[config.mk]
export PLATFORM = sky130hd
export DESIGN_NAME = sbt_timer
export DESIGN_NICKNAME = d
export VERILOG_FILES = /design/src/rtl/sbt_pkg.sv /design/src/rtl/sbt_pin_sync.sv /design/src/rtl/sbt_prescaler.sv /design/src/rtl/sbt_timer.sv
export SDC_FILE = /design/constraint.sdc
export NUM_CORES = 1
export LEC_CHECK = 0
export BUFFER_PORTS_ARGS = -buffer_cell sky130_fd_sc_hd__buf_2
export CAP_MARGIN = 25
export CORE_ASPECT_RATIO = 1.2
export CORE_MARGIN = 5
export CORE_UTILIZATION = 54
export DETAILED_ROUTE_END_ITERATION = 8
export PLACE_DENSITY_LB_ADDON = 0.05
export SYNTH_ARGS = -nofsm -noshare
export SYNTH_HDL_FRONTEND = slang
export SYNTH_HIERARCHICAL = 1
export SYNTH_SLANG_ARGS = --single-unit
[constraint.sdc]
create_clock -name mclk -period 8.5 [get_ports mclk]
set_clock_uncertainty 0.05 [all_clocks]
set_input_delay 2.55 -clock mclk [delete_from_list [all_inputs] [get_ports mclk]]
set_output_delay 2.55 -clock mclk [all_outputs]
set_load 0.02 [all_outputs]
[src/rtl/sbt_pkg.sv]
// sbt_pkg: constants and carriers for the sixteen-bit timer/counter.
// assumes one 100 MHz core clock; all users import the whole package.
package sbt_pkg;

  // core clock and instruction-cycle phase
  localparam int unsigned MCLK_HZ = 100_000_000;
  localparam logic [1:0] INSTR_PHASE_LAST = 2'h3;

  // auxiliary crystal oscillator ceiling, and how many core cycles one half
  // period of it spans at the least
  localparam int unsigned AUX_OSC_MAX_HZ = 200_000;
  localparam int unsigned AUX_OSC_HALF_CYC = MCLK_HZ / (2 * AUX_OSC_MAX_HZ);

  // control register layout
  localparam int unsigned CTL_RUN_BIT = 0;
  localparam int unsigned CTL_EXT_SRC_BIT = 1;
  localparam int unsigned CTL_SYNC_DIS_BIT = 2;
  localparam int unsigned CTL_OSC_EN_BIT = 3;
  localparam int unsigned CTL_PRESCALE_LSB = 4;
  localparam int unsigned CTL_PRESCALE_MSB = 5;
  localparam logic [7:0] CTL_RESET = 8'h00;

  // flag position in the peripheral flag register
  localparam int unsigned OVF_FLAG_BIT = 0;

  // compare mode select value that asks for a special event trigger
  localparam logic [3:0] MODE_SPECIAL_EVENT = 4'hB;

  localparam logic [15:0] COUNT_ZERO = 16'h0000;
  localparam logic [15:0] COUNT_ONES = 16'hFFFF;
  localparam logic [15:0] COUNT_ONE = 16'h0001;
  localparam logic [2:0] PRE_ZERO = 3'h0;
  localparam logic [2:0] PRE_ONE = 3'h1;

  // prescale ratio select: 1:1, 1:2, 1:4, 1:8
  typedef enum logic [1:0] {
    SBT_PRE_1,
    SBT_PRE_2,
    SBT_PRE_4,
    SBT_PRE_8
  } sbt_prescale_t;

  typedef struct packed {
    logic [1:0] spare;
    sbt_prescale_t prescale;
    logic aux_oscillator_enable;
    logic async_input_sync_disable_n;
    logic ext_src;
    logic run;
  } sbt_ctl_t;

  typedef struct packed {
    logic [3:0] compare_mode_select;
    logic [15:0] compare_value_pair;
  } sbt_cmp_t;

endpackage

[src/rtl/sbt_pin_sync.sv]
// sbt_pin_sync: three-stage input synchroniser with agreement filter.
// assumes the pin is asynchronous to mclk; output level and rising pulse
// come straight from flops.
`timescale 1ns/100ps
module sbt_pin_sync (
  input wire logic mclk,
  input wire logic reset,
  input wire logic pin,
  output logic level_q,
  output logic rise_q
);
  import sbt_pkg::*;

  logic s1_q;
  logic s2_q;
  logic s3_q;

  // first stage feeds only the second
  always_ff @(posedge mclk) begin
    if (reset) begin
      s1_q <= 1'b0;
      s2_q <= 1'b0;
      s3_q <= 1'b0;
    end else begin
      s1_q <= pin;
      s2_q <= s1_q;
      s3_q <= s2_q;
    end
  end

  // a change counts only once stages two and three agree
  always_ff @(posedge mclk) begin
    if (reset) begin
      level_q <= 1'b0;
      rise_q <= 1'b0;
    end else begin
      rise_q <= (s2_q == s3_q) && s2_q && !level_q;
      if (s2_q == s3_q) begin
        level_q <= s2_q;
      end
    end
  end

endmodule

[src/rtl/sbt_prescaler.sv]
// sbt_prescaler: divides an input tick stream by 1, 2, 4 or 8.
// assumes tick_in is a one-cycle pulse on mclk; clear wins over counting.
`timescale 1ns/100ps
module sbt_prescaler (
  input wire logic mclk,
  input wire logic reset,
  input wire logic clear,
  input wire sbt_pkg::sbt_prescale_t ratio,
  input wire logic tick_in,
  output logic tick_out
);
  import sbt_pkg::*;

  logic [2:0] cnt_q;
  logic [2:0] mask;

  always_comb begin
    case (ratio)
      SBT_PRE_1: mask = 3'h0;
      SBT_PRE_2: mask = 3'h1;
      SBT_PRE_4: mask = 3'h3;
      SBT_PRE_8: mask = 3'h7;
      default: mask = 3'h0;
    endcase
  end

  assign tick_out = tick_in && !clear && ((cnt_q & mask) == mask);

  always_ff @(posedge mclk) begin
    if (reset || clear) begin
      cnt_q <= PRE_ZERO;
    end else if (tick_in) begin
      cnt_q <= (cnt_q + PRE_ONE) & mask;
    end
  end

  property p_pre_clear;
    @(posedge mclk) disable iff (reset)
      clear |-> !tick_out ##1 (cnt_q == PRE_ZERO);
  endproperty
  a_pre_clear: assert property (p_pre_clear) else $error("prescaler not cleared");

endmodule

[src/rtl/sbt_timer.sv]
// sbt_timer: sixteen-bit timer/counter with prescaler, auxiliary oscillator
// and special-event reset from two compare units.
// assumes software drives plain control ports; no register bus.
//
// What this block does
// - sync disable set counts external edges unsynchronised
// - async mode counts in sleep, overflow wakes
// - async mode gives compare units no time base
// - count bytes always read as coherent value
// - oscillator enable bit runs the crystal amplifier
// - oscillator up to 200 kHz, runs in sleep
// - compare mode 1011 trigger resets the counter
// - trigger reset never sets the overflow flag
// - trigger reset only in timer/synchronised modes
// - count write beats a simultaneous trigger
// - compare value pair acts as period
// - count bytes untouched by any reset
// - control register clears only on power/brownout
// - count byte writes clear the prescaler
// - overflow sets flag, held until software or any reset clears
`timescale 1ns/100ps
module sbt_timer (
  input wire logic mclk,
  input wire logic reset,
  input wire logic power_on_reset,
  input wire logic brownout_reset,
  input wire logic ctl_write,
  input wire sbt_pkg::sbt_ctl_t ctl_wdata,
  input wire logic high_write,
  input wire logic low_write,
  input wire logic [7:0] count_wdata,
  input wire logic flag_clear,
  input wire logic sleep,
  input wire logic ext_clk_pin,
  input wire logic aux_osc_input_pin,
  input wire sbt_pkg::sbt_cmp_t compare_unit_a,
  input wire sbt_pkg::sbt_cmp_t compare_unit_b,
  output sbt_pkg::sbt_ctl_t timer_control_reg,
  output logic [7:0] count_high_byte,
  output logic [7:0] count_low_byte,
  output logic counter_overflow_flag,
  output logic wake_pulse,
  output logic match_a,
  output logic match_b,
  output logic aux_osc_output_pin,
  output logic aux_osc_output_en
);
  import sbt_pkg::*;

  logic por_any;
  logic any_reset;
  sbt_ctl_t ctl_q;
  logic [15:0] count_q;
  logic [1:0] phase_q;
  logic phase_tick;
  logic pend_q;
  logic ext_level;
  logic ext_rise;
  logic osc_level;
  logic osc_rise;
  logic async_mode;
  logic raw_tick;
  logic pre_tick;
  logic count_tick;
  logic cnt_write;
  logic evt_a;
  logic evt_b;
  logic evt_any;
  logic ovf_event;
  logic flag_q;

  assign por_any = power_on_reset || brownout_reset;
  assign any_reset = reset || por_any;

  sbt_pin_sync u_ext_sync (
    .mclk(mclk),
    .reset(any_reset),
    .pin(ext_clk_pin),
    .level_q(ext_level),
    .rise_q(ext_rise)
  );

  // oscillator input keeps being sampled in sleep so the crystal keeps going
  sbt_pin_sync u_osc_sync (
    .mclk(mclk),
    .reset(any_reset),
    .pin(aux_osc_input_pin),
    .level_q(osc_level),
    .rise_q(osc_rise)
  );

  // control register survives ordinary resets
  always_ff @(posedge mclk) begin
    if (por_any) begin
      ctl_q <= CTL_RESET;
    end else if (ctl_write) begin
      ctl_q <= ctl_wdata;
    end
  end

  // external edges with sync disabled are counted unaligned
  assign async_mode = ctl_q.ext_src && ctl_q.async_input_sync_disable_n;

  // instruction-cycle phase; stands still in sleep like the core clocks
  always_ff @(posedge mclk) begin
    if (any_reset) begin
      phase_q <= 2'h0;
    end else if (!sleep) begin
      phase_q <= phase_q + 2'h1;
    end
  end
  assign phase_tick = !sleep && (phase_q == INSTR_PHASE_LAST);

  // timer and synchronised modes need core clocks, so sleep freezes them
  always_comb begin
    raw_tick = 1'b0;
    if (ctl_q.run && (async_mode || !sleep)) begin
      if (ctl_q.ext_src) begin
        raw_tick = ctl_q.aux_oscillator_enable ? osc_rise : ext_rise;
      end else begin
        raw_tick = phase_tick;
      end
    end
  end

  assign cnt_write = high_write || low_write;

  sbt_prescaler u_pre (
    .mclk(mclk),
    .reset(any_reset),
    .clear(cnt_write),
    .ratio(ctl_q.prescale),
    .tick_in(raw_tick),
    .tick_out(pre_tick)
  );

  // synchronised ticks wait for the next phase boundary
  always_ff @(posedge mclk) begin
    if (any_reset || async_mode) begin
      pend_q <= 1'b0;
    end else if (phase_tick) begin
      pend_q <= 1'b0;
    end else if (pre_tick) begin
      pend_q <= 1'b1;
    end
  end

  always_comb begin
    if (async_mode) begin
      count_tick = pre_tick;
    end else begin
      count_tick = phase_tick && (pend_q || pre_tick);
    end
  end

  // special event only where the count is a valid compare time base
  assign evt_a = !async_mode && (compare_unit_a.compare_mode_select == MODE_SPECIAL_EVENT)
    && (count_q == compare_unit_a.compare_value_pair);
  assign evt_b = !async_mode && (compare_unit_b.compare_mode_select == MODE_SPECIAL_EVENT)
    && (count_q == compare_unit_b.compare_value_pair);
  assign evt_any = evt_a || evt_b;

  assign ovf_event = count_tick && !cnt_write && !evt_any
    && (count_q == COUNT_ONES);

  // no reset here: the count keeps its value through every reset;
  // a write that lands on an increment simply wins, software must stop first
  always_ff @(posedge mclk) begin
    if (cnt_write) begin
      if (high_write) begin
        count_q[15:8] <= count_wdata;
      end
      if (low_write) begin
        count_q[7:0] <= count_wdata;
      end
    end else if (evt_any) begin
      count_q <= COUNT_ZERO;
    end else if (count_tick) begin
      count_q <= count_q + COUNT_ONE;
    end
  end

  // set beats clear; the trigger path never reaches here
  always_ff @(posedge mclk) begin
    if (any_reset) begin
      flag_q <= 1'b0;
    end else if (ovf_event) begin
      flag_q <= 1'b1;
    end else if (flag_clear) begin
      flag_q <= 1'b0;
    end
  end

  always_ff @(posedge mclk) begin
    if (any_reset) begin
      wake_pulse <= 1'b0;
    end else begin
      wake_pulse <= ovf_event && sleep;
    end
  end

  // both bytes from one snapshot, so a read never sees a torn value
  always_ff @(posedge mclk) begin
    count_high_byte <= count_q[15:8];
    count_low_byte <= count_q[7:0];
  end

  always_ff @(posedge mclk) begin
    if (any_reset) begin
      match_a <= 1'b0;
      match_b <= 1'b0;
    end else begin
      match_a <= !async_mode && (count_q == compare_unit_a.compare_value_pair);
      match_b <= !async_mode && (count_q == compare_unit_b.compare_value_pair);
    end
  end

  // inverting amplifier; 200 kHz keeps each half period far above one mclk
  always_ff @(posedge mclk) begin
    if (any_reset) begin
      aux_osc_output_pin <= 1'b0;
      aux_osc_output_en <= 1'b0;
    end else begin
      aux_osc_output_pin <= ctl_q.aux_oscillator_enable && !osc_level;
      aux_osc_output_en <= ctl_q.aux_oscillator_enable;
    end
  end

  assign timer_control_reg = ctl_q;
  assign counter_overflow_flag = flag_q;

  property p_async_count;
    @(posedge mclk) disable iff (any_reset)
      (async_mode && pre_tick && !cnt_write && count_q != COUNT_ONES)
        |=> count_q == $past(count_q) + COUNT_ONE;
  endproperty
  a_async_count: assert property (p_async_count) else $error("async tick not counted");

  property p_sleep_wake;
    @(posedge mclk) disable iff (any_reset)
      (sleep && async_mode && ovf_event) |=> wake_pulse && flag_q;
  endproperty
  a_sleep_wake: assert property (p_sleep_wake) else $error("no wake on overflow");

  property p_async_no_match;
    @(posedge mclk) disable iff (any_reset)
      async_mode |=> !match_a && !match_b;
  endproperty
  a_async_no_match: assert property (p_async_no_match) else $error("match in async");

  property p_coherent_read;
    @(posedge mclk) disable iff (any_reset)
      ##1 1'b1 |-> {count_high_byte, count_low_byte} == $past(count_q);
  endproperty
  a_coherent_read: assert property (p_coherent_read) else $error("torn count read");

  property p_osc_enable;
    @(posedge mclk) disable iff (any_reset)
      !ctl_q.aux_oscillator_enable |=> !aux_osc_output_en && !aux_osc_output_pin;
  endproperty
  a_osc_enable: assert property (p_osc_enable) else $error("amplifier on when off");

  property p_event_reset;
    @(posedge mclk) disable iff (any_reset)
      (evt_any && !cnt_write) |=> (count_q == COUNT_ZERO) && (flag_q == $past(flag_q)
        || $past(flag_clear));
  endproperty
  a_event_reset: assert property (p_event_reset)
    else $error("trigger reset wrong");

  property p_async_no_event;
    @(posedge mclk) disable iff (any_reset)
      async_mode |-> !evt_a && !evt_b;
  endproperty
  a_async_no_event: assert property (p_async_no_event) else $error("trigger in async");

  property p_write_wins;
    @(posedge mclk) disable iff (any_reset)
      (evt_any && high_write && low_write) |=> count_q == {2{$past(count_wdata)}};
  endproperty
  a_write_wins: assert property (p_write_wins) else $error("trigger beat write");

  property p_count_keeps;
    @(posedge mclk)
      (any_reset && !cnt_write && !evt_any && !count_tick) |=> $stable(count_q);
  endproperty
  a_count_keeps: assert property (p_count_keeps) else $error("count hit by reset");

  property p_ctl_reset;
    @(posedge mclk)
      (reset && !por_any) |=> ctl_q == $past(ctl_q) || $past(ctl_write);
  endproperty
  a_ctl_reset: assert property (p_ctl_reset) else $error("control lost on reset");

  property p_ctl_por;
    @(posedge mclk) por_any |=> ctl_q == CTL_RESET;
  endproperty
  a_ctl_por: assert property (p_ctl_por) else $error("control not cleared");

  property p_flag_hold;
    @(posedge mclk) disable iff (any_reset)
      (flag_q && !flag_clear) |=> flag_q;
  endproperty
  a_flag_hold: assert property (p_flag_hold) else $error("flag dropped");

  property p_wrap;
    @(posedge mclk) disable iff (any_reset)
      ovf_event |=> (count_q == COUNT_ZERO) && flag_q;
  endproperty
  a_wrap: assert property (p_wrap) else $error("wrap not seen");

endmodule

==> results.md <==
STA:
- In the finished design, the share of the clock period the worst path needs comes to 0.557.
- The routed design could run at a clock period as short as 4740 ps.
- The count of pins over their slew limit came to 0.
- The setup violation total in the final timing report is 0.
- Hold is met by 394 ps.
- The hold violation total from the final report is 0.
- For the pin with the worst max-slew slack, the measured transition is 827 ps.
- In this run the tightest slew margin relative to its limit is 0.449.
- Setup repair after global routing left no endpoint under its margin.
- Timing would allow up to 211 MHz.
- For the final routed database, the setup TNS stands at 0 ps.

Logic synthesis:
- In this run, synthesis produced a sequential element count of 62.
- The share of synthesized area in the top cell type comes to 0.323.
- The per-instance average area after synthesis is 10.5 µm².
- After synthesis, the netlist uses 40 different library cells.
- For this run, the number of Yosys warnings is 6.
- Of the synthesized area, sequential elements account for 0.491.
- The cell taking the most area after synthesis is dfxtp_1.
- In the post-synthesis netlist, the biggest area contributors are dfxtp_1, edfxtp_1, xor2_1.
- Synthesis produced a netlist with a net count of 343.
- The count of mapped cells out of synthesis is 271.
- The cell area that synthesis handed to floorplanning was 2850 µm².

Power:
- After layout, the design draws a total of 676 µW.
- For this design the static power due to leakage is 0.00154 µW.
- The power density over cell area is 191 nW/µm².
- The maximum VDD drop is 0.180 mV.

Place:
- The routability-driven placement congestion ratio is 0.821.
- The post-detailed-placement half-perimeter wirelength is 5100 µm.
- Buffers placed on the I/O ports in this run total 96.
- Including well taps, the total number of placed cells is 417.

Final layout:
- The count of inserted antenna diode cells is 0.
- The ratio of cells with drive above 1 in the final layout is 0.340.
- Counting the fill cells in the layout gives 442.
- The largest register by flop count is count_q.
- Summing all multi-input logic gate instances after layout gives 1350 µm².
- From synthesis to final layout, the design area changed by 24.1%.
- The number of flip-flops under the largest register name is 16.
- The net count of the finished layout is 438.
- The sequential cells in the finished layout cover a total of 1400 µm².
- The post-layout instance count excluding filler cells is 433.

Route:
- The post-route antenna net violation count is 0.
- The via-per-instance ratio is 5.10.
- Summed over all layers, the routed wires come to 6600 µm.
- The number of DRC violations after detailed-routing iteration 0 is 114.
- The average wire length per cell after detail routing is 15.2 µm.
- Across all layers, the routed design uses 2,207 vias.
- The first-pass iteration count of the detailed router is 4.
- For this run, design rule violations remaining after detail routing come to 0.

CTS:
- The number of buffers inserted for hold repair after clock tree synthesis is 0.
- The post-CTS setup repair buffer count is 0.
- The clock net sink count is 62.
- Counting along the longest clock path gives a buffer depth of 2.
- The tree is rooted in a clkbuf_8.
- CTS built an H-tree with a depth of 3.
- TritonCTS built the clock tree.
- The number of buffers added by the clock tree synthesis step is 9.
- The later pin in the worst-skew pair is clocked with a latency of 340 ps.
- Once the clock tree was built, the resizer swapped 0 gates to a different size.
- Clock-pin slew was measured on the worst setup and hold paths at 60 ps.

Floorplan:
- The number of standard-cell rows in the floorplan is 29.
- The total die area is 6840 µm².
- The chip width is 76.4 µm.
- The initial utilization of the core area, before any placement, comes to 0.546.
- The top-level port count is 97.
- The die outline height is 89.6 µm.
- In this run the standard cell core region covers 5230 µm².

Job:
- The number of max-capacitance violations reported is 0.

GRT:
- The largest net degree at the start of global routing is 19.
- The wire length of the first global-routing pass is 10,500 µm.
- The number of global-route vias before repair is 2,207.
- Global routing finished with a remaining overflow of 0.
- The initial antenna violation count came to 0.
- For this run, the total global-route usage over all layers was measured as 0.200.

Setup path:
- The maximum fanout count along the critical path is 12.
- Data on the critical path is required at its endpoint by 8420 ps.
- The sort of element at the end of the critical path is a flop.
- The worst setup path is launched from an input pin.
- The depth of the most critical reg-to-reg path is 11.
- The arrival time of the worst setup path is 4650 ps.
- The critical path start-end classification is input pin to flop.
- The reg-to-reg setup timing slack is 5610 ps.
- The critical register-to-register path startpoint is timer_control_reg[3].
- The terminus of the critical flop-to-flop path is count_q[3].

Status:
- The run finished with clean final reports.

Hold path:
- The worst-case hold path end point is u_ext_sync/rise_q.
- The path type of the worst min-delay path is flop to flop.
- The cell depth of the worst min-delay path is 1.
- The launch point of the worst hold path is u_ext_sync/level_q.
worst max path at each step:
stage | end | startpoint | cells past startpoint | slack [ps]
floorplan | count_q[0] | low_write | 7 | 3900
global placement | count_q[5] | low_write | 8 | 3500
detailed placement | count_q[5] | low_write | 8 | 3400
CTS | count_q[3] | low_write | 8 | 3760
global route | count_q[6] | low_write | 8 | 3480
finish | count_q[3] | low_write | 8 | 3760
cells in the mapped netlist:
library cell	instances
xor2_1	39
nand3_1	6
inv_1	6
ha_1	5
buf_6	4
nor2b_1	11
and3_2	1
and4_1	1
buf_2	4
buf_1	1
nor3b_1	1
nand3b_1	3
o21ai_2	5
nor3_1	5
and2_1	3
a21boi_0	1
o21ai_0	10
nand4_2	1
clkbuf_1	3
nor2_1	25
nor4_2	4
mux2i_1	13
nor3b_2	2
o21a_1	1
o21ai_1	4
o221ai_4	1
dfxtp_1	46
or2_2	1
o22a_1	1
edfxtp_1	16
nand2_1	17
nand4_1	6
xnor2_1	8
nor4_1	4
a21oi_1	5
and3_1	3
o22ai_1	1
clkinv_1	1
a2111oi_2	1
o21ba_1	1
final cells by class:
class / count / share of cell area
clock inverter: 3 / 0.0113
inverter: 7 / 0.00742
clock buffer: 13 / 0.0480
tap: 62 / 0.0219
sequential: 62 / 0.396
timing repair buffer: 96 / 0.136
multi-input combinational: 190 / 0.380
logic make-up after synthesis:
group           share of synthesized area
compound gates                     0.0772
xor+xnor                            0.144
fa+ha+maj                          0.0219
buf+inv                            0.0373
flops                               0.491
mux                                0.0456
simple gates                        0.183
metal layers:
metal / track usage / up-vias / part of all wire / wire length (µm)
li1: - / 1116 / - / -
met1: 0.220 / 991 / 0.40 / 2650
met2: 0.347 / 90 / 0.49 / 3240
met3: 0.0808 / 10 / 0.090 / 593
met4: 0.0827 / 0 / 0.018 / 116
met5: 0 / - / 0 / 0
cells in the final DEF, fill, tap and decap left out, types with 10 or more instances in the layout:
cell type,Yosys,routed
buf_2,4,96
dfxtp_1,46,46
xor2_1,39,39
nor2_1,25,25
nand2_1,17,17
edfxtp_1,16,16
mux2i_1,13,13
nor2b_1,11,11
o21ai_0,10,10
clkbuf_8,0,10
stage by stage:
| stage | util | worst slack, ps | instance area [µm²] |
|---|---|---|---|
| global route | 0.678 | 3480 | 3540 |
| finish | 0.678 | 3760 | 3540 |
| floorplan | - | 3900 | 2850 |
| global placement | 0.638 | 3500 | 3330 |
| CTS | 0.678 | 3760 | 3540 |
| detailed placement | 0.638 | 3400 | 3330 |
worst max-delay path: stages:
cell	delay, ps
buf_2	120
nor2_1	210
clkinv_1	330
a2111oi_2	410
a21oi_1	80
a21oi_1	220
nor2_1	60
a21oi_1	670
where the power goes:
part,internal (µW),switching (µW)
Sequential,317,13.5
Clock,160,109
Combinational,34.4,41.6
(Power assumes the default switching activity.)
